`config.mk`:
```
export PLATFORM = sky130hd
export DESIGN_NAME = backlight_brightness_control
export DESIGN_NICKNAME = d
export VERILOG_FILES = /design/src/design/bl_pkg.sv /design/src/design/pwm_duty_meter.sv /design/src/design/brightness_exp_map.sv /design/src/design/backlight_brightness_control.sv
export VERILOG_INCLUDE_DIRS = /design/src /design/src/design
export SDC_FILE = /design/constraint.sdc
export NUM_CORES = 1
export LEC_CHECK = 0
export ABC_CLOCK_PERIOD_IN_PS = 20000
export BUFFER_PORTS_ARGS = -buffer_cell sky130_fd_sc_hd__buf_2
export CORE_MARGIN = 2
export CORE_UTILIZATION = 40
export DETAILED_ROUTE_END_ITERATION = 8
export GPL_TIMING_DRIVEN = 1
export PLACE_DENSITY = 0.67
export RECOVER_POWER = 50
export SLEW_MARGIN = 5
export SYNTH_ARGS = -nofsm -noshare
export SYNTH_HDL_FRONTEND = slang
export SYNTH_SLANG_ARGS = --single-unit
```
`constraint.sdc`:
```
create_clock -name clk_sys -period 20 [get_ports clk_sys]
set_clock_uncertainty 0.05 [all_clocks]
set_input_delay 5 -clock clk_sys [delete_from_list [all_inputs] [get_ports clk_sys]]
set_output_delay 5 -clock clk_sys [all_outputs]
set_load 0.02 [all_outputs]
```
`src/design/backlight_params.svh`:
```
// Register map, reset values, field positions and timing counts.
`ifndef BACKLIGHT_PARAMS_SVH
`define BACKLIGHT_PARAMS_SVH

`define REG_DIM_MODE 8'h00
`define REG_MAPPING 8'h03
`define REG_BRIGHT_HI 8'h04
`define REG_BRIGHT_LO 8'h05
`define REG_RAMP_CTRL 8'h06
`define REG_SOURCE 8'h07

`define RST_DIM_MODE 8'h01
`define RST_MAPPING 8'h04
`define RST_BRIGHT 8'h00
`define RST_RAMP_CTRL 8'ha8
`define RST_SOURCE 8'h00

`define MAP_EXP_BIT 7
`define SRC_SEL_LSB 0
`define RATE_LSB 5
`define DIM_LSB 0

`define CLK_MHZ 40
`define CODE_FULL 12'hfff
`define DUTY_WINDOW 4096
`define EXP_SCALE 11'd287

`define FADE_CYC(ns) ((ns) * `CLK_MHZ / 1000)
`define RATE_CYC(khz) ((`CLK_MHZ * 1000) / (khz))
`define SLOPE_STEPS 4096
`define SLOPE_MAX_MS 1024
`define SLOPE_STEP_CYC(ms) ((ms) * `CLK_MHZ * 1000 / `SLOPE_STEPS)

`endif

```
`src/design/bl_pkg.sv`:
```
// Types shared by the brightness path.
package bl_pkg;

    typedef enum logic [1:0] {
        SRC_PWM = 2'b00,
        SRC_SERIAL = 2'b01,
        SRC_PRODUCT = 2'b10,
        SRC_RESERVED = 2'b11
    } src_sel_type;

    typedef enum logic [1:0] {
        DIM_PWM = 2'b00,
        DIM_DC = 2'b01,
        DIM_MIXED = 2'b10,
        DIM_MIXED_26K = 2'b11
    } dim_mode_type;

    typedef enum logic {
        RAMP_IDLE = 1'b0,
        RAMP_RUN = 1'b1
    } ramp_state_type;

    typedef struct packed {
        logic [1:0] filter;
        logic [2:0] slope;
        logic [2:0] fade;
    } ramp_cfg_type;

    typedef struct packed {
        logic wr;
        logic [7:0] addr;
        logic [7:0] data;
    } reg_access_type;

    typedef struct packed {
        logic [11:0] code;
        logic zero;
        logic full;
        logic valid;
    } duty_type;

endpackage : bl_pkg

```
`src/design/pwm_duty_meter.sv`:
```
// Measures the duty of the PWM input over a fixed window of samples.
`timescale 1ns/100ps
`include "backlight_params.svh"

module pwm_duty_meter #(
    parameter int WINDOW = `DUTY_WINDOW
) (
    input wire logic clk_sys,
    input wire logic rst_b,
    input wire logic [2:0] rate_code,
    input wire logic pwm_duty_input,
    output bl_pkg::duty_type duty
);
    import bl_pkg::*;

    localparam int CW = $clog2(WINDOW + 1);

    logic [7:0] tick_count;
    logic [CW-1:0] sample_count;
    logic [CW-1:0] high_count;

    // Auto detection runs at the fastest rate, so any input period fits.
    wire [7:0] tick_period =
        rate_code == 3'h1 ? 8'(`RATE_CYC(500)) :
        rate_code == 3'h2 ? 8'(`RATE_CYC(1000)) :
        rate_code == 3'h3 ? 8'(`RATE_CYC(2000)) :
        rate_code == 3'h4 ? 8'(`RATE_CYC(4000)) :
        rate_code == 3'h5 ? 8'(`RATE_CYC(8000)) :
        8'(`RATE_CYC(16000));
    wire tick = tick_count >= tick_period - 8'h01;
    wire window_end = tick && sample_count == CW'(WINDOW - 1);
    wire [CW-1:0] high_total = high_count + CW'(pwm_duty_input);
    wire [11:0] duty_code =
        12'((32'(high_total) * 32'd4095) / WINDOW);

    always_ff @(posedge clk_sys or negedge rst_b) begin
        if (!rst_b) begin
            tick_count <= 8'h00;
        end else begin
            tick_count <= tick ? 8'h00 : tick_count + 8'h01;
        end
    end

    always_ff @(posedge clk_sys or negedge rst_b) begin
        if (!rst_b) begin
            sample_count <= '0;
            high_count <= '0;
        end else if (tick) begin
            sample_count <= window_end ? '0 : sample_count + CW'(1);
            high_count <= window_end ? '0 : high_total;
        end
    end

    always_ff @(posedge clk_sys or negedge rst_b) begin
        if (!rst_b) begin
            duty <= '0;
        end else if (window_end) begin
            duty <= '{code: duty_code,
                      zero: high_total == '0,
                      full: high_total == CW'(WINDOW),
                      valid: 1'b1};
        end else begin
            duty.valid <= 1'b0;
        end
    end

endmodule : pwm_duty_meter

```
`src/design/brightness_exp_map.sv`:
```
// Turns an 11-bit exponent into a linear current code, 1.00304 per step.
`timescale 1ns/100ps
`include "backlight_params.svh"

module brightness_exp_map (
    input wire logic [10:0] exponent,
    output logic [11:0] code
);
    import bl_pkg::*;

    // The power is split into a whole power of two and a fraction; the
    // fraction is linearised, which costs under seven percent of accuracy.
    wire [19:0] scaled = 20'(exponent) * 20'(`EXP_SCALE);
    wire [3:0] whole = scaled[19:16];
    wire [7:0] frac = scaled[15:8];
    wire [16:0] mantissa = {8'h00, 1'b1, frac} << whole;

    // Exponent zero still yields the minimum current; the caller blanks it.
    assign code = mantissa[16:5];

endmodule : brightness_exp_map

```
`src/design/backlight_brightness_control.sv`:
```
// Brightness source selection, current mapping and fading of the LED sinks.
`timescale 1ns/100ps
`include "backlight_params.svh"

module backlight_brightness_control #(
    parameter int SLOPE_STEP_MAX = `SLOPE_STEP_CYC(`SLOPE_MAX_MS),
    parameter int DUTY_WINDOW = `DUTY_WINDOW
) (
    input wire logic clk_sys,
    input wire logic rst_b,
    input bl_pkg::reg_access_type reg_req,
    output logic [7:0] reg_rdata,
    input wire logic pwm_duty_input,
    output logic [11:0] led_sink_current,
    output logic led_on,
    output logic ramp_busy
);
    import bl_pkg::*;

    logic [7:0] dim_mode_reg;
    logic [7:0] mapping_reg;
    logic [7:0] bright_hi;
    logic [7:0] bright_hi_stage;
    logic [7:0] bright_lo;
    logic [7:0] ramp_ctrl;
    logic [7:0] source_reg;
    logic [11:0] target_code;
    logic [11:0] ramp_code;
    logic [23:0] step_count;
    ramp_state_type state;
    duty_type duty;
    logic [11:0] exp_code;

    // Register decode. A write lands on the edge that presents it; there
    // is no acknowledge, so writes may follow each other every cycle.
    wire wr_mode = reg_req.wr && reg_req.addr == `REG_DIM_MODE;
    wire wr_map = reg_req.wr && reg_req.addr == `REG_MAPPING;
    wire wr_hi = reg_req.wr && reg_req.addr == `REG_BRIGHT_HI;
    wire wr_lo = reg_req.wr && reg_req.addr == `REG_BRIGHT_LO;
    wire wr_ramp = reg_req.wr && reg_req.addr == `REG_RAMP_CTRL;
    wire wr_src = reg_req.wr && reg_req.addr == `REG_SOURCE;

    wire [7:0] next_rdata =
        reg_req.addr == `REG_DIM_MODE ? dim_mode_reg :
        reg_req.addr == `REG_MAPPING ? mapping_reg :
        reg_req.addr == `REG_BRIGHT_HI ? bright_hi :
        reg_req.addr == `REG_BRIGHT_LO ? bright_lo :
        reg_req.addr == `REG_RAMP_CTRL ? ramp_ctrl :
        reg_req.addr == `REG_SOURCE ? source_reg :
        8'h00;

    // Field extraction.
    wire dim_mode_type dim_mode = dim_mode_type'(dim_mode_reg[`DIM_LSB +: 2]);
    // Code 11 is reserved; every selector below falls through to the PWM
    // input for it, the same as the reset choice.
    wire src_sel_type src_sel =
        src_sel_type'(source_reg[`SRC_SEL_LSB +: 2]);
    wire [2:0] rate_code = source_reg[`RATE_LSB +: 3];
    wire ramp_cfg_type cfg = ramp_cfg_type'(ramp_ctrl);
    // Both mixed modes ramp like DC dimming; only PWM dimming bypasses it.
    wire dc_mode = dim_mode != DIM_PWM;
    wire map_exp = mapping_reg[`MAP_EXP_BIT] && dc_mode;
    wire [11:0] serial_code = {bright_hi[3:0], bright_lo};

    // The meter runs in every mode; PWM dimming takes its result unmapped.
    pwm_duty_meter #(
        .WINDOW(DUTY_WINDOW)
    ) u_duty (
        .clk_sys(clk_sys),
        .rst_b(rst_b),
        .rate_code(rate_code),
        .pwm_duty_input(pwm_duty_input),
        .duty(duty)
    );

    // Serial codes above 2047 saturate the exponent rather than wrap.
    wire [10:0] serial_exp =
        serial_code[11] ? 11'h7ff : serial_code[10:0];
    // The duty drops its lowest bit to fit the 11-bit exponent; that half
    // step is finer than the mapping can resolve.
    wire [10:0] exp_in =
        src_sel == SRC_SERIAL ? serial_exp : duty.code[11:1];

    brightness_exp_map u_exp (
        .exponent(exp_in),
        .code(exp_code)
    );

    // The product is scaled back to 12 bits by the top half of the result.
    wire [23:0] product = 24'(serial_code) * 24'(duty.code);
    wire [11:0] product_code =
        duty.zero ? 12'h000 :
        duty.full ? `CODE_FULL :
        product[23:12];

    wire [11:0] pwm_src_code =
        duty.zero ? 12'h000 :
        map_exp ? exp_code :
        duty.code;
    wire [11:0] serial_src_code =
        serial_code == 12'h000 ? 12'h000 :
        map_exp ? exp_code :
        serial_code;

    // Product source ignores the mapping bit: it is linear only.
    wire [11:0] next_target =
        src_sel == SRC_SERIAL ? serial_src_code :
        src_sel == SRC_PRODUCT ? product_code :
        pwm_src_code;

    // In PWM dimming the input drives the sinks with no mapping.
    wire [11:0] direct_code =
        src_sel == SRC_SERIAL ? serial_code :
        src_sel == SRC_PRODUCT ? product_code :
        duty.code;

    // Step pacing: the longer of the fade time and the slope share.
    wire [11:0] fade_cyc =
        cfg.fade == 3'h0 ? 12'(`FADE_CYC(500)) :
        cfg.fade == 3'h1 ? 12'(`FADE_CYC(1000)) :
        cfg.fade == 3'h2 ? 12'(`FADE_CYC(2000)) :
        cfg.fade == 3'h3 ? 12'(`FADE_CYC(4000)) :
        cfg.fade == 3'h4 ? 12'(`FADE_CYC(8000)) :
        cfg.fade == 3'h5 ? 12'(`FADE_CYC(16000)) :
        cfg.fade == 3'h6 ? 12'(`FADE_CYC(32000)) :
        12'(`FADE_CYC(64000));

    wire [10:0] slope_ms =
        cfg.slope == 3'h0 ? 11'd0 :
        cfg.slope == 3'h1 ? 11'd1 :
        cfg.slope == 3'h2 ? 11'd8 :
        cfg.slope == 3'h3 ? 11'd128 :
        cfg.slope == 3'h4 ? 11'd256 :
        cfg.slope == 3'h5 ? 11'd512 :
        cfg.slope == 3'h6 ? 11'd768 :
        11'd1024;
    wire [23:0] slope_cyc =
        24'((SLOPE_STEP_MAX * int'(slope_ms)) / `SLOPE_MAX_MS);

    wire [23:0] step_period =
        slope_cyc > 24'(fade_cyc) ? slope_cyc : 24'(fade_cyc);
    wire step_tick = step_count >= step_period - 24'h1;

    // Distance is unsigned either way, so both directions pace alike.
    wire ramp_up = target_code > ramp_code;
    wire [11:0] ramp_diff =
        ramp_up ? target_code - ramp_code :
        ramp_code - target_code;
    wire [11:0] exp_step = ramp_diff >> 3;

    // Without a filter the ramp closes an eighth of the gap per step.
    wire [11:0] ramp_step =
        cfg.filter == 2'b00 && exp_step != 12'h000 ? exp_step :
        12'h001;
    wire [11:0] next_ramp =
        ramp_diff == 12'h000 ? ramp_code :
        ramp_up ? ramp_code + ramp_step :
        ramp_code - ramp_step;

    // Heavier smoothing follows the ramp in smaller bites, so the sinks
    // reach the target later than the slope setting alone would suggest.
    // Output smoothing trails the ramp by a shift set by the filter.
    wire out_up = ramp_code > led_sink_current;
    wire [11:0] out_diff =
        out_up ? ramp_code - led_sink_current :
        led_sink_current - ramp_code;
    wire [11:0] out_shifted = out_diff >> cfg.filter;
    wire [11:0] out_step =
        out_shifted == 12'h000 ? 12'h001 : out_shifted;
    wire [11:0] next_out =
        out_diff == 12'h000 ? led_sink_current :
        out_up ? led_sink_current + out_step :
        led_sink_current - out_step;

    // The transition is only over when both the ramp and the smoothed
    // output have reached the target.
    wire settled = ramp_diff == 12'h000 && out_diff == 12'h000;

    wire ramp_state_type next_state =
        !dc_mode || settled ? RAMP_IDLE :
        RAMP_RUN;
    wire next_on = dc_mode ? next_out != 12'h000 :
        direct_code != 12'h000;

    always_ff @(posedge clk_sys or negedge rst_b) begin
        if (!rst_b) begin
            dim_mode_reg <= `RST_DIM_MODE;
        end else begin
            dim_mode_reg <= wr_mode ? reg_req.data : dim_mode_reg;
        end
    end

    always_ff @(posedge clk_sys or negedge rst_b) begin
        if (!rst_b) begin
            mapping_reg <= `RST_MAPPING;
        end else begin
            mapping_reg <= wr_map ? reg_req.data : mapping_reg;
        end
    end

    always_ff @(posedge clk_sys or negedge rst_b) begin
        if (!rst_b) begin
            ramp_ctrl <= `RST_RAMP_CTRL;
        end else begin
            ramp_ctrl <= wr_ramp ? reg_req.data : ramp_ctrl;
        end
    end

    always_ff @(posedge clk_sys or negedge rst_b) begin
        if (!rst_b) begin
            source_reg <= `RST_SOURCE;
        end else begin
            source_reg <= wr_src ? reg_req.data : source_reg;
        end
    end

    // The high byte waits in a stage until the low byte lands, so the
    // sinks never see a half-written code.
    always_ff @(posedge clk_sys or negedge rst_b) begin
        if (!rst_b) begin
            bright_hi_stage <= `RST_BRIGHT;
        end else begin
            bright_hi_stage <= wr_hi ? reg_req.data : bright_hi_stage;
        end
    end

    always_ff @(posedge clk_sys or negedge rst_b) begin
        if (!rst_b) begin
            bright_hi <= `RST_BRIGHT;
        end else begin
            bright_hi <= wr_lo ? bright_hi_stage : bright_hi;
        end
    end

    always_ff @(posedge clk_sys or negedge rst_b) begin
        if (!rst_b) begin
            bright_lo <= `RST_BRIGHT;
        end else begin
            bright_lo <= wr_lo ? reg_req.data : bright_lo;
        end
    end

    // Read data follows the address a cycle late; with no read strobe a
    // read has no side effect on any register.
    always_ff @(posedge clk_sys or negedge rst_b) begin
        if (!rst_b) begin
            reg_rdata <= 8'h00;
        end else begin
            reg_rdata <= next_rdata;
        end
    end

    always_ff @(posedge clk_sys or negedge rst_b) begin
        if (!rst_b) begin
            target_code <= 12'h000;
        end else begin
            target_code <= dc_mode ? next_target : direct_code;
        end
    end

    // ramp_busy comes from next_state and led_on from next_on, so that they line up with the state
    // register and still leave the block straight from flip-flops.
    always_ff @(posedge clk_sys or negedge rst_b) begin
        if (!rst_b) begin
            state <= RAMP_IDLE;
        end else begin
            state <= next_state;
        end
    end

    always_ff @(posedge clk_sys or negedge rst_b) begin
        if (!rst_b) begin
            ramp_busy <= 1'b0;
        end else begin
            ramp_busy <= next_state == RAMP_RUN;
        end
    end

    always_ff @(posedge clk_sys or negedge rst_b) begin
        if (!rst_b) begin
            led_on <= 1'b0;
        end else begin
            led_on <= next_on;
        end
    end

    // The counter restarts whenever the ramp idles, so the first step of
    // a new transition always waits a full step period.
    always_ff @(posedge clk_sys or negedge rst_b) begin
        if (!rst_b) begin
            step_count <= 24'h0;
        end else if (state == RAMP_RUN && !step_tick) begin
            step_count <= step_count + 24'h1;
        end else begin
            step_count <= 24'h0;
        end
    end

    always_ff @(posedge clk_sys or negedge rst_b) begin
        if (!rst_b) begin
            ramp_code <= 12'h000;
            led_sink_current <= 12'h000;
        end else if (!dc_mode) begin
            ramp_code <= direct_code;
            led_sink_current <= direct_code;
        end else begin
            unique case (state)
                RAMP_IDLE: begin
                    ramp_code <= ramp_code;
                    led_sink_current <= led_sink_current;
                end
                RAMP_RUN: begin
                    ramp_code <= step_tick ? next_ramp : ramp_code;
                    led_sink_current <=
                        step_tick ? next_out : led_sink_current;
                end
            endcase
        end
    end

endmodule : backlight_brightness_control

```
-- Word level (Yosys, flattened, before mapping)
Cells that the tools add are included.
- add/subtract/negate cells: 15
- $mul: 4
- magnitude comparators: 5
- eq/ne operators: 29
- shift operators: 2
- multiplexer cells: 59
- bitwise logic cells: 2
- reductions and logical operators: 30
- operators by type and width (operator ; count):
    $mux 12 ; 31
    $mux 11 ; 9
    $mux 8 ; 11
    $sub 12x12->12 ; 5
    $logic_not 12->1 ; 4
    $mux 24 ; 2
    $reduce_bool 12->1 ; 3
    $eq 8x3->1 const B ; 4
    $mux 13 ; 2
    $add 24x1->24 ; 1
    $add 24x1->24 const B ; 1
    $eq 3x3->1 const B ; 8
    $ge 24x24->1 ; 1
    $gt 12x12->1 ; 2
    $gt 24x12->1 ; 1
    $mul 12x12->24 ; 1
    $mul 13x12->24 const B ; 1
    $sub 24x1->24 const B ; 1
    $mul 10x11->21 const A ; 1
    $mul 11x9->20 const B ; 1
    $eq 3x2->1 const B ; 6
    $shl 9x4->17 ; 1
    $add 13x1->13 ; 1
    $add 13x1->13 const B ; 1
    other kinds (32) ; 47
- register bits: 174
- bits of input ports: 20
- output and inout bits: 22
- logic and storage cells: 166

-- Logic depth before layout (Yosys ltp)
Gate-level depths: netlist of run 1.
- word-level depth: 19
- gate-level depth with buffers: 43
- depth with buffers taken out: 40

-- By module
From an unflattened synthesis of run 1, not the netlist that was laid out.
- cell total of the unflattened synthesis: 3015
- area, all modules: 25779.7 sq um
- by module, submodules not included (module ; times used ; cells an instance ; area each (sq um) ; sequential area each (sq um)):
    backlight_brightness_control ; 1 ; 2029 ; 17176.5 ; 3159.3
    pwm_duty_meter ; 1 ; 667 ; 6015.8 ; 1226.2
    brightness_exp_map ; 1 ; 319 ; 2587.5 ; 0.0

-- Worst setup path before layout of run 1
No wires, ideal clock.
- path kind: input -> register
- start point: input port pwm_duty_input
- end point: register u_duty.duty[14] (netlist name)
- library setup time: 0.126 ns
- arrival time: 10.891 ns
- required time: 19.824 ns
- setup slack: 8.933 ns
- stages on the path: 26
- path buffers: 0
- path through: ha_1 -> ha_1 -> nand3_1 -> nor2_1 -> nand3_1 -> xnor2_1 -> inv_1 -> fa_1 -> fa_1 -> inv_1 -> fa_1 -> inv_1 -> fa_1 -> inv_1 -> fa_1 -> ha_1 -> nor2b_1 -> a41oi_1 -> a31oi_1 -> a41oi_1 -> a21oi_1 -> nand4_1 -> nand4b_1 -> a21oi_1 -> xnor2_1 -> o21ai_0
- word-level cells in the longest chain between the ends: 2
- ends and longest elaborated chain (item ; line ; RTL):
    start: declaration ; backlight_brightness_control.sv:13 ; input wire logic pwm_duty_input,
    $add 13x1->13 ; pwm_duty_meter.sv:32 ; wire [CW-1:0] high_total = high_count + CW'(pwm_duty_input);
    $mul 13x12->24 ; pwm_duty_meter.sv:34 ; 12'((32'(high_total) * 32'd4095) / WINDOW);
No other way between the ends.
A chain may end at the register's enable or synchronous reset.

-- Worst setup path in the final report of run 1
- start point: input port pwm_duty_input
- end point: register u_duty.duty[14] (netlist name)
- word-level cells in the longest chain between the ends: 2
- ends and longest elaborated chain (item ; line):
    $add 13x1->13 ; pwm_duty_meter.sv:32
    $mul 13x12->24 ; pwm_duty_meter.sv:34
No other way between the ends.

==> results of run 1 <==
[through the flow]
step / cell area (um^2) / worst slack [ps]
final: 25990 / 8762
after CTS: 26040 / 8715
after global placement: 25460 / 8299
after detailed placement: 25460 / 8177
after floorplan: 24520 / 8933
after global routing: 25990 / 8097
[cell families (layout without fill, tap and decap cells)]
kind of cell | Yosys count | count (layout) | share of synthesized area
AOI/OAI and AO/OA | 533 | 533 | 0.1427
xor gates and xnor gates | 143 | 143 | 0.05108
adders and majority gates | 522 | 522 | 0.3330
buffers and inverters | 478 | 459 | 0.07441
DFF | 174 | 174 | 0.1779
muxes | 131 | 131 | 0.06241
other | 2 | 2 | 0.0003063
and+or+nand+nor | 793 | 793 | 0.1582
[worst max-delay path, cell delays in order]
cell and delay, ps:
sky130_fd_sc_hd__buf_2 80, sky130_fd_sc_hd__ha_1 180, sky130_fd_sc_hd__ha_1 240, sky130_fd_sc_hd__nand3_1 170, sky130_fd_sc_hd__nor2_1 320, sky130_fd_sc_hd__nand3_1 140
sky130_fd_sc_hd__xnor2_1 360, sky130_fd_sc_hd__inv_1 170, sky130_fd_sc_hd__fa_1 590, sky130_fd_sc_hd__fa_1 560, sky130_fd_sc_hd__inv_1 50, sky130_fd_sc_hd__fa_1 480
sky130_fd_sc_hd__inv_1 50, sky130_fd_sc_hd__fa_1 520, sky130_fd_sc_hd__inv_1 50, sky130_fd_sc_hd__fa_1 470, sky130_fd_sc_hd__ha_1 330, sky130_fd_sc_hd__nor2b_1 140
sky130_fd_sc_hd__a41oi_1 230, sky130_fd_sc_hd__a31oi_1 210, sky130_fd_sc_hd__a41oi_1 370, sky130_fd_sc_hd__a21oi_1 180, sky130_fd_sc_hd__nand4_1 130, sky130_fd_sc_hd__nand4b_1 130
sky130_fd_sc_hd__a21oi_1 210, sky130_fd_sc_hd__xnor2_1 140, sky130_fd_sc_hd__o21ai_0 80
[layer usage]
metal	wire, um	up-vias
li1	-	9385
met1	27720	9468
met2	28600	448
met3	3454	90
met4	1378	2
met5	16	-
[final timing paths]
kind	end	slack [ps]	depth (start not counted)
max	u_duty.duty[14]	8760	27
min	reg_rdata[1]	410	2
max reg2reg	ramp_code[0]	10760	35
min reg2reg	reg_rdata[1]	410	2
max in group asynchronous	u_duty.duty[5]	9870	2
min in group asynchronous	step_count[11]	5620	1
[synth_stat cells, types with 7 or more instances]
master                       n  area (um^2)
sky130_fd_sc_hd__mux4_2     11        247.7
sky130_fd_sc_hd__nand2_1   293         1100
sky130_fd_sc_hd__xor2_1     59        516.8
sky130_fd_sc_hd__nand2b_1   16        100.1
sky130_fd_sc_hd__nor2b_1    21        131.4
sky130_fd_sc_hd__a31oi_1    18        112.6
sky130_fd_sc_hd__a211oi_1    9        67.56
sky130_fd_sc_hd__and2_1     56        350.3
sky130_fd_sc_hd__mux2i_1    58        580.6
sky130_fd_sc_hd__nor2_1    162        608.1
sky130_fd_sc_hd__nand3_1    52        260.3
sky130_fd_sc_hd__inv_1     355         1333
sky130_fd_sc_hd__a21o_1     50        375.4
sky130_fd_sc_hd__a21oi_1   134        670.6
sky130_fd_sc_hd__mux2_2     60        675.7
sky130_fd_sc_hd__o22ai_1     9        56.30
sky130_fd_sc_hd__nand3b_1    8        60.06
sky130_fd_sc_hd__dfrtp_1   169         4229
sky130_fd_sc_hd__or2_2      17        106.4
sky130_fd_sc_hd__nor4_1     25        156.4
sky130_fd_sc_hd__o21a_1     20        150.1
sky130_fd_sc_hd__o21bai_1   12        90.09
sky130_fd_sc_hd__or3_1      14        87.58
sky130_fd_sc_hd__or4_1       7        52.55
sky130_fd_sc_hd__buf_2       9        45.04
sky130_fd_sc_hd__ha_1      303         3791
sky130_fd_sc_hd__fa_1      218         4364
sky130_fd_sc_hd__a22oi_1    25        187.7
sky130_fd_sc_hd__o31ai_1    18        135.1
sky130_fd_sc_hd__clkbuf_1  103        386.6
sky130_fd_sc_hd__o211ai_1   17        127.6
sky130_fd_sc_hd__xnor2_1    84        735.7
sky130_fd_sc_hd__o21ai_0   123        615.6
sky130_fd_sc_hd__nand4_1    25        156.4
sky130_fd_sc_hd__and3_1     26        162.7
sky130_fd_sc_hd__nor3_1     34        170.2
[placed cells by master (no fill, tap or decap), types with 20 or more instances in the layout]
cell type                   n
sky130_fd_sc_hd__nor2_1   162
sky130_fd_sc_hd__and2_1    56
sky130_fd_sc_hd__dfrtp_1  169
sky130_fd_sc_hd__nand2_1  293
sky130_fd_sc_hd__a21oi_1  134
sky130_fd_sc_hd__a22oi_1   25
sky130_fd_sc_hd__xor2_1    59
sky130_fd_sc_hd__nor3_1    34
sky130_fd_sc_hd__nand3_1   52
sky130_fd_sc_hd__nand4_1   25
sky130_fd_sc_hd__nor4_1    24
sky130_fd_sc_hd__a21o_1    50
sky130_fd_sc_hd__buf_4     26
sky130_fd_sc_hd__buf_2     40
sky130_fd_sc_hd__inv_1    355
sky130_fd_sc_hd__mux2i_1   58
sky130_fd_sc_hd__and3_1    26
sky130_fd_sc_hd__o21a_1    20
sky130_fd_sc_hd__o21ai_0  122
sky130_fd_sc_hd__mux2_2    60
sky130_fd_sc_hd__xnor2_1   84
sky130_fd_sc_hd__fa_1     218
sky130_fd_sc_hd__nor2b_1   21
sky130_fd_sc_hd__ha_1     303
[area by class of cell]
class / instances / area [um^2] / share of cell area
clock buffers: 17 / 425.4 / 0.01637
well taps: 782 / 978.4 / 0.03764
clock inverters: 15 / 150.1 / 0.005776
flip-flops and latches: 174 / 4360 / 0.1677
multi-input cells: 2124 / 18330 / 0.7051
inverters: 356 / 1336 / 0.05141
repair buffers: 71 / 414.1 / 0.01593
[power by group through the flow]
stage	combinational, mW	clock [mW]	sequential (mW)
floorplan	1.67	0	0.417
global placement	2.07	0	0.431
detailed placement	2.10	0	0.432
CTS	2.12	0.350	0.425
global route	2.41	0.362	0.430
finish	2.11	0.340	0.426
==> results.md, run 1 <==
* Die X at about 250 um
* Detailed Routing Iterations Pass 1 at 6
* Critical path launch point: pwm_duty_input
* Period minus WS final at 11240 ps
* Failing checks: capacitance limit, slew limit
* Count of clock tree sinks at about 170
* Launch instance of the worst min-delay path: mapping_reg[1]
* Detailed placement HPWL at ~47000 um
* Internal cell power at roughly 1.4 mW
* Worst max-slew margin expressed relative to the limit at -1.333
* HP Class: reg2reg
* Global route overflow at 0
* Maximum vdd ir drop at about 0.000082 V
* Final nets at 3285
* DR vias at approximately 19000
* Final setup violation count at 0
* Synthesized netlist net count at about 3300
* GRT met3 Usage at 0.03662
* Clock H-tree levels at 4
* Share of synthesized registers carrying an async set or reset at 1.000
* Maximum clock path buffer count at 2
* Die area at between 60000 and 70000 um^2
* Row Count at 90
* Number of resized instances in the post-cts repair step at 0
* Initial Util at 0.4054
* Static leakage at about 13 nW
* Synthesis-stage register bit count at around 170
* Skew-Pair Late Insertion Delay at 500 ps
* Initial antenna violation count at 1
* Critical path required time at 20330 ps
* WP data arrival at 11570 ps
* Yosys warning total at 0
* Die outline height at roughly 250 um
* Switching power as a share of total power at 0.5042
* Busiest grt layer: met2
* Final worst path period share at 0.5619
* Placer congestion estimate at roughly 0.90
* Clock network fraction of design power at 0.118
* Global routing usage on met2 at 0.3287
* Count of placed standard cells in the final layout, fillers left out at ~3500
* Antenna diodes at 0
* Biggest register: step_count
* Count of buffers inserted at the top-level ports at between 40 and 50
* TNS Setup at 0 ps
* Overall power after layout at 2.875 mW
* Setup Crit Path Kind: in2reg
* Number of nets still failing antenna checks after routing at 0
* Proportion of power drawn by combinational gates at 0.734
* Number of buffers inserted by hold repair at cts at 0
* Hold Vio Cnt, Final at 0
* GR Util All Layers at 0.2003
* Total of fill cells in the finished design at roughly 5900
* Number of pins exceeding their max-slew limit in the final report at between 200 and 250
* Number of cells produced by synthesis at roughly 2800
* Per-cell via count in the routed design at between 5 and 6
* Number of different library cells in the post-synthesis netlist at 98
* Worst slack on hold paths at about 410 ps
* Critical R2R Launch: cfg[3]
* Netlist area before placement at 24520 um^2
* Iteration-0 DRC Markers at approximately 1500
* Capturing element type of the critical path: register
* RSZ-0062 raised after global routing: false
* Fraction of the core area covered by cells at the end of the flow at 0.4299
* Cells after DPL at between 3000 and 4000
* Total Wirelength at roughly 61000 um
* Flip-flop count of the largest register after layout at 24
* CTS root buf: sky130_fd_sc_hd__clkbuf_16
* Startpoint kind of the worst setup timing path: primary input
* Synthesized area per cell at between 8 and 9 um^2
* Placeable Area at about 60000 um^2
* Result of the run: finished with violations
* Switching power of the nets at about 1.4 mW
* Met1 track demand over resource in global routing at 0.2691
* Number of global-route vias before repair at between 15000 and 20000
* Number of synthesized flops with an enable pin at 0
* Max-cap violations at 5
* Slew at the pin closest to its max-slew limit at between 3000 and 4000 ps
* Layout area overhead at 6.022%
* TritonCTS clock tree: yes
* Post-CTS setup buffer count at 0
* Global-route wire length before repair at just over 100000 um
* Clock buffer count from CTS at 17
* DRC violations left at 0
* Share of total power in sequential cells at 0.148
* Share of synthesized area occupied by flip-flops and latches at 0.1779
* Pwr Density at around 110 nW/um^2
* Leading register cell type out of synthesis: sky130_fd_sc_hd__dfrtp_1
* Critical path fanouts, max at 5
* Clock slew at the register clock pins of the worst setup and hold paths at around 70 ps
* Number of top-level pins at 42
* Final routed wire length divided by cell count at roughly 17 um
* Highest Clock Rate at roughly 89 MHz
* Largest registers in the final layout: step_count (24), u_duty.duty (14)
* Largest net degree at the start of global routing at 66
* Layout cells sized above 1 at 0.08197
Note: power is estimated with default switching activity, not from simulation.
==> run 2: changes to the inputs <==
--- a/config.mk
+++ b/config.mk
@@ -6,7 +6,7 @@
 export SDC_FILE = /design/constraint.sdc
 export NUM_CORES = 1
 export LEC_CHECK = 0
-export ABC_CLOCK_PERIOD_IN_PS = 20000
+export ABC_CLOCK_PERIOD_IN_PS = 11300
 export BUFFER_PORTS_ARGS = -buffer_cell sky130_fd_sc_hd__buf_2
 export CORE_MARGIN = 2
 export CORE_UTILIZATION = 40
==> constraint.sdc (replaced) <==
create_clock -name clk_sys -period 11.3 [get_ports clk_sys]
set_clock_uncertainty 0.05 [all_clocks]
set_input_delay 2.825 -clock clk_sys [delete_from_list [all_inputs] [get_ports clk_sys]]
set_output_delay 2.825 -clock clk_sys [all_outputs]
set_load 0.02 [all_outputs]
==> run 2 against run 1 <==
Net effect:
- the run still ends with capacitance limit, slew limit left
- critical path type is now reg2reg
- sequential power grew 78%
- die area is the same
- critical path depth grew 8
- setup slack lost 6700 ps
- largest cell class unchanged
- sequential cell count is the same
- non-clock buffer count shrank 3
- cell count is essentially flat
- clock-buffer cell count grew 1
==> results.md, run 2 (synthesis gave the netlist of run 1 again) <==
* Count of buffers inserted at the top-level ports at 41 (unchanged)
* Number of resized instances in the post-cts repair step at 0 (unchanged)
* Most common library cell in the layout ignoring fill and taps: sky130_fd_sc_hd__inv_1
* Number of nets still failing antenna checks after routing at 0 (unchanged)
* Worst Slack Setup Final at 2013 ps (-6750 ps)
* Number of global-route vias before repair at 19580 (+2.1%)
* Iteration-0 DRC Markers at 1396 (-5.5%)
* Die outline height at 251.6 um (unchanged)
* Worst max-slew margin expressed relative to the limit at -1.272 (+0.06114)
* Setup slack at placement at 1759 ps (-6418 ps)
* Detailed placement HPWL at 47960 um (+1.1%)
* Period minus WS final at approximately 9300 ps
* Final setup violation count at 0 (unchanged)
* Fraction of the core area covered by cells at the end of the flow at 0.4309 (+0.001035)
* Antenna diodes at 0 (unchanged)
* Total Wirelength at 61690 um (+0.84%)
* Final routed wire length divided by cell count at 17.45 um (+0.93%)
* Max-cap violations at 3 (-2)
* Final worst path period share at 0.8219
* Critical path fanouts, max at 11 (+6)
* Pwr Density at 200.3 nW/um^2 (+81%)
* Worst slack on hold paths at 414.8 ps (+0.1530 ps)
* Number of pins exceeding their max-slew limit in the final report at 179 (-15%)
* WP data arrival at 9620 ps (-1950 ps)
* Placer congestion estimate at 0.9035 (+0.94%)
* Layout area overhead at 6.277%
* Total of fill cells in the finished design at 5874 (-0.69%)
* Initial antenna violation count at 0 (-1)
* Layout cells sized above 1 at 0.08206 (+0.00008930)
* Placeable Area at 60470 um^2 (unchanged)
* Static leakage at 13.04 nW (+0.19%)
* Result of the run: finished with violations
* Skew-Pair Late Insertion Delay at 480 ps (-20 ps)
* Most frequent cells in the layout: sky130_fd_sc_hd__inv_1 (355), sky130_fd_sc_hd__ha_1 (303), sky130_fd_sc_hd__nand2_1 (293), sky130_fd_sc_hd__fa_1 (218), sky130_fd_sc_hd__dfrtp_1 (169)
* Slew at the pin closest to its max-slew limit at 3408 ps (-91.71 ps)
* Global route overflow at 0 (unchanged)
* Post-route cell area at 26060 um^2 (+0.24%)
* HP Class: reg2reg
* Largest net degree at the start of global routing at 61 (-7.6%)
* Row Count at 90 (unchanged)
* Clock buffer count from CTS at 17 (unchanged)
* Total placed instance area at 25440 um^2 (about the same)
* Failing checks: capacitance limit, slew limit
* Number of buffers inserted by hold repair at cts at 0 (unchanged)
* Clock H-tree levels at 4 (unchanged)
* Die X at 251.6 um (unchanged)
* Final nets at 3282 (-0.091%)
* DRC violations left at 0 (unchanged)
* GR Util All Layers at 0.2023 (+0.002059)
* Post-CTS setup buffer count at 0 (unchanged)
* Initial Util at 0.4054 (unchanged)
* Critical path's slowest cell: sky130_fd_sc_hd__nor2_1
* TritonCTS clock tree: yes
* Critical path required time at 11640 ps (-8690 ps)
* Capturing element type of the critical path: register
* TNS Setup at 0 ps (unchanged)
* Biggest register: step_count
* Clock slew at the register clock pins of the worst setup and hold paths at 70 ps (about the same)
* Detailed Routing Iterations Pass 1 at 5 (-1)
* Number of top-level pins at 42 (unchanged)
* CTS root buf: sky130_fd_sc_hd__clkbuf_16
* Global-route wire length before repair at 103300 um (+1.7%)
* Highest Clock Rate at roughly 110 MHz
* Die area at 63290 um^2 (unchanged)
* Setup Crit Path Kind: reg2reg
* Maximum clock path buffer count at 2 (unchanged)
* DR vias at 19420 (+0.13%)
* Hold Vio Cnt, Final at 0 (unchanged)
* Per-cell via count in the routed design at 5.492 (+0.21%)
* Largest registers in the final layout: step_count (24), u_duty.duty (14)
* Maximum vdd ir drop at 0.0001615 V (+98%)
* Startpoint kind of the worst setup timing path: register
* Worst path max stage delay at 870 ps (+280 ps)
* RSZ-0062 raised after global routing: false
* Flip-flop count of the largest register after layout at 24 (unchanged)
* Count of clock tree sinks at 174 (unchanged)
* Most frequent CP cell: sky130_fd_sc_hd__ha_1
==> run 2: changes by cell type in the layout (fill, tap and decap cells not counted), sizes merged <==
cell,previous run,this run
inv,363,361
buf,66,64
clkinv,7,5
bufinv,0,3
==> run 2: path summary, 6_finish.rpt <==
kind                            depth (start not counted)      startpoint  slack (ps)             endpoint
worst max-delay path                                   35          cfg[3]        2010  led_sink_current[0]
worst min-delay path                                    2  mapping_reg[1]         410         reg_rdata[1]
worst max register to register                         35          cfg[3]        2010  led_sink_current[0]
worst min register to register                          2  mapping_reg[1]         410         reg_rdata[1]
max in group asynchronous                               2           rst_b        3540      u_duty.duty[13]
min in group asynchronous                               1           rst_b        3260       step_count[11]
==> run 2: per-layer routing <==
| metal | global-route usage | routed length [um] | vias up |
|---|---|---|---|
| met5 | 0 | 0 | - |
| met4 | 0.05357 | 1315 | 0 |
| met3 | 0.02610 | 2921 | 106 |
| met2 | 0.3388 | 29020 | 473 |
| met1 | 0.2755 | 28430 | 9471 |
| li1 | - | - | 9368 |
==> run 2: layout make-up <==
| class | instances | area [um^2] | area share |
|---|---|---|---|
| multi-input combinational | 2124 | 18350 | 0.7042 |
| clock buffer | 18 | 439.2 | 0.01685 |
| clock inverter | 14 | 198.9 | 0.007635 |
| timing repair buffer | 68 | 395.4 | 0.01517 |
| inverter | 356 | 1336 | 0.05128 |
| sequential | 174 | 4360 | 0.1673 |
| tap | 782 | 978.4 | 0.03755 |
==> run 2: critical path: cells and delay by family, from the launching register on <==
kind	cells	cell delay [ps]
AO/OA/AOI/OAI	15	2730
adder cells (fa/ha/maj)	7	2000
buffers and inverters	2	270
flip-flops	1	580
multiplexers	2	560
AND/OR/NAND/NOR	9	2980
==> run 2: where the power goes <==
part	total [mW]	internal, mW	switching [mW]
Sequential	0.757	0.676	0.0814
Combinational	3.81	1.57	2.24
Clock	0.649	0.361	0.287
==> run 2: stage by stage <==
step                      power, mW  instances
after floorplan               3.700       2776
after global placement        4.474       3504
after detailed placement      4.551       3504
after CTS                     5.234       3536
after global routing          5.783       3536
final                         5.220       3536
==> run 3: changes to the inputs <==
--- a/config.mk
+++ b/config.mk
@@ -6,13 +6,13 @@
 export SDC_FILE = /design/constraint.sdc
 export NUM_CORES = 1
 export LEC_CHECK = 0
-export ABC_CLOCK_PERIOD_IN_PS = 11300
+export ABC_CLOCK_PERIOD_IN_PS = 8200
 export BUFFER_PORTS_ARGS = -buffer_cell sky130_fd_sc_hd__buf_2
 export CORE_MARGIN = 2
 export CORE_UTILIZATION = 40
 export DETAILED_ROUTE_END_ITERATION = 8
 export GPL_TIMING_DRIVEN = 1
-export PLACE_DENSITY = 0.67
+export PLACE_DENSITY = 0.69
 export RECOVER_POWER = 50
 export SLEW_MARGIN = 5
 export SYNTH_ARGS = -nofsm -noshare
==> constraint.sdc (replaced) <==
create_clock -name clk_sys -period 8.2 [get_ports clk_sys]
set_clock_uncertainty 0.05 [all_clocks]
set_input_delay 2.05 -clock clk_sys [delete_from_list [all_inputs] [get_ports clk_sys]]
set_output_delay 2.05 -clock clk_sys [all_outputs]
set_load 0.02 [all_outputs]
==> run 3 against run 2 <==
Net effect:
- the flow still finishes with violations (capacitance limit, slew limit)
- via count is 2.7% higher
- clock power grew 38%
- hold slack got worse by 2.5 ps
- wire length grew 2.7%
- critical path depth fell by 5
- combinational power rose by 39%
- critical path type unchanged
- largest cell class unchanged
==> results.md, run 3 (synthesis gave the netlist of run 1 again) <==
* Result of the run: finished with violations
* Failing checks: capacitance limit, slew limit
* Final nets at 3353 (+2.2%)
* Skew-Pair Late Insertion Delay at 500 ps (+20 ps)
* Worst path max stage delay at 510 ps (-360 ps)
* Flip-flop count of the largest register after layout at 24 (unchanged)
* Seq. cell area at 4360 um^2 (unchanged)
* Detailed Routing Iterations Pass 1 at 6 (+1)
* Biggest register: step_count
* Row Count at 90 (unchanged)
* Die outline height at 251.6 um (unchanged)
* Clock slew at the register clock pins of the worst setup and hold paths at 90 ps (+20 ps)
* Post-route cell area at 26700 um^2 (+2.5%)
* Critical path required time at 8550 ps (-3090 ps)
* Share of total power in sequential cells at 0.143 (-0.002)
* Busiest grt layer: met2
* Global routing usage on met2 at 0.3328 (-0.006077)
* Period minus WS final at 7794 ps (-1493 ps)
* Critical R2R Launch: led_sink_current[0]
* Placeable Area at 60470 um^2 (unchanged)
* Global route overflow at 0 (unchanged)
* Number of nets still failing antenna checks after routing at 0 (unchanged)
* Highest Clock Rate at 128.3 MHz (+19%)
* DR vias at 19950 (+2.7%)
* Clock H-tree levels at 4 (unchanged)
* Largest registers in the final layout: step_count (24), u_duty.duty (14)
* Critical path launch point: led_sink_current[0]
* Most frequent cells in the layout: sky130_fd_sc_hd__inv_1 (355), sky130_fd_sc_hd__ha_1 (297), sky130_fd_sc_hd__nand2_1 (292), sky130_fd_sc_hd__fa_1 (218), sky130_fd_sc_hd__dfrtp_1 (169)
* Maximum clock path buffer count at 2 (unchanged)
* Count of buffers inserted at the top-level ports at 41 (unchanged)
* Capturing element type of the critical path: register
* CTS root buf: sky130_fd_sc_hd__clkbuf_16
* Max-cap violations at 1 (-2)
* Minimum setup slack among reg-to-reg paths at 410 ps (-1610 ps)
* Layout cells sized above 1 at 0.1069 (+0.02484)
* Total placed instance area at 25930 um^2 (+1.9%)
* Switching power as a share of total power at 0.5066 (+0.006421)
* GRT met3 Usage at 0.03095 (+0.004849)
* Global-route wire length before repair at 104000 um (+0.67%)
* Fraction of the core area covered by cells at the end of the flow at 0.4415 (+0.01059)
* Met1 track demand over resource in global routing at 0.2782 (+0.002674)
* Slew at the pin closest to its max-slew limit at 5275 ps (+1867 ps)
* Antenna diodes at 0 (unchanged)
* GR Util All Layers at 0.2044 (+0.002062)
* Final worst path period share at 0.9505 (+0.1286)
* Setup Crit Path Kind: reg2reg
* Count of clock tree sinks at 174 (unchanged)
* DRC violations left at 0 (unchanged)
* Die X at 251.6 um (unchanged)
* Switching power of the nets at 3.668 mW (+40%)
* Number of top-level pins at 42 (unchanged)
* Hold Vio Cnt, Final at 0 (unchanged)
* Clock network fraction of design power at 0.124 (about the same)
* Number of pins exceeding their max-slew limit in the final report at 114 (-36%)
* Initial Util at 0.4054 (unchanged)
* Detailed placement HPWL at 49650 um (+3.5%)
* Clock buffer count from CTS at 17 (unchanged)
* WP data arrival at 8150 ps (-1470 ps)
* Static leakage at 13.35 nW (+2.4%)
* Internal cell power at 3.572 mW (+37%)
* Largest net degree at the start of global routing at 114 (+87%)
* Maximum vdd ir drop at 0.0002371 V (+47%)
* Total Wirelength at 63380 um (+2.7%)
* TritonCTS clock tree: yes
* Layout area overhead at 8.890%
* Launch instance of the worst min-delay path: mapping_reg[6]
* Per-cell via count in the routed design at 5.530 (+0.69%)
* Startpoint kind of the worst setup timing path: register
* Area of the multi-input gates at 18480 um^2 (+0.72%)
* Critical path's slowest cell: sky130_fd_sc_hd__or4_1
* Proportion of power drawn by combinational gates at 0.733 (+0.002)
* Die area at 63290 um^2 (unchanged)
* Iteration-0 DRC Markers at 1404 (+0.57%)
* Most common library cell in the layout ignoring fill and taps: sky130_fd_sc_hd__inv_1
* Final setup violation count at 0 (unchanged)
* HP Class: reg2reg
* Critical path fanouts, max at 6 (-5)
* Placer congestion estimate at 0.9215 (+2.0%)
* Worst max-slew margin expressed relative to the limit at -2.516 (-1.244)
* Worst slack on hold paths at 412.2 ps (-2.550 ps)
* Final routed wire length divided by cell count at 17.57 um (+0.72%)
* Total of fill cells in the finished design at 5836 (-0.65%)
* TNS Setup at 0 ps (unchanged)
* Number of buffers inserted by hold repair at cts at 0 (unchanged)
* Number of global-route vias before repair at 19830 (+1.3%)
* Initial antenna violation count at 0 (unchanged)
* Pwr Density at 271.2 nW/um^2 (+35%)
run 3: critical path, delay by kind of cell, from the launching register on:
kind	cells	cell delay (ps)
buf+inv	4	460
simple gates	4	1070
xor+xnor	1	350
flops	1	460
compound gates	17	4150
fa+ha+maj	4	1160
run 3: layout make-up:
cell class | instances | share of cell area
multi-input cells | 2125 | 0.6922
flip-flops and latches | 174 | 0.1633
inverters | 356 | 0.05005
well taps | 782 | 0.03665
repair buffers | 138 | 0.03384
clock buffers | 17 | 0.01593
clock inverters | 15 | 0.007967
run 3: final timing paths:
kind                                        end  cells past startpoint
setup / recovery                         led_on                     30
hold / removal                     reg_rdata[6]                      2
setup reg to reg                         led_on                     30
hold reg to reg                    reg_rdata[6]                      2
max in group asynchronous  u_duty.high_count[0]                      2
min in group asynchronous        step_count[14]                      1
run 3: timing repair:
item | 4_1_cts | 5_1_grt
setup buffers | 0 | 5
endpoints found under the setup margin | 21 | 48
gates cloned | 0 | 1
pin swaps | 0 | 6
gates resized for setup | 2 | 25
run 3: stage by stage:
stage | power [mW] | worst slack, ps | std cells
finish | 7.240 | 405.6 | 3607
global route | 7.995 | -94.46 | 3607
CTS | 7.240 | 64.49 | 3601
detailed placement | 6.297 | -199.9 | 3569
global placement | 6.252 | 35.10 | 3569
floorplan | 5.099 | 83.26 | 2776
run 3: power by group through the flow:
| stage | clock network (mW) | registers (mW) | logic (mW) |
|---|---|---|---|
| 2_1_floorplan | 0 | 1.02 | 4.08 |
| 3_3_place_gp | 0 | 1.05 | 5.20 |
| 3_5_place_dp | 0 | 1.05 | 5.25 |
| 4_1_cts | 0.917 | 1.03 | 5.29 |
| 5_1_grt | 0.944 | 1.05 | 6.00 |
| 6_report | 0.897 | 1.03 | 5.31 |
run 3: routing by layer:
metal | share of wire | vias to the layer above
met4 | 0.027 | 0
met2 | 0.47 | 531
met1 | 0.46 | 9793
met5 | 0 | -
met3 | 0.050 | 111
li1 | - | 9510
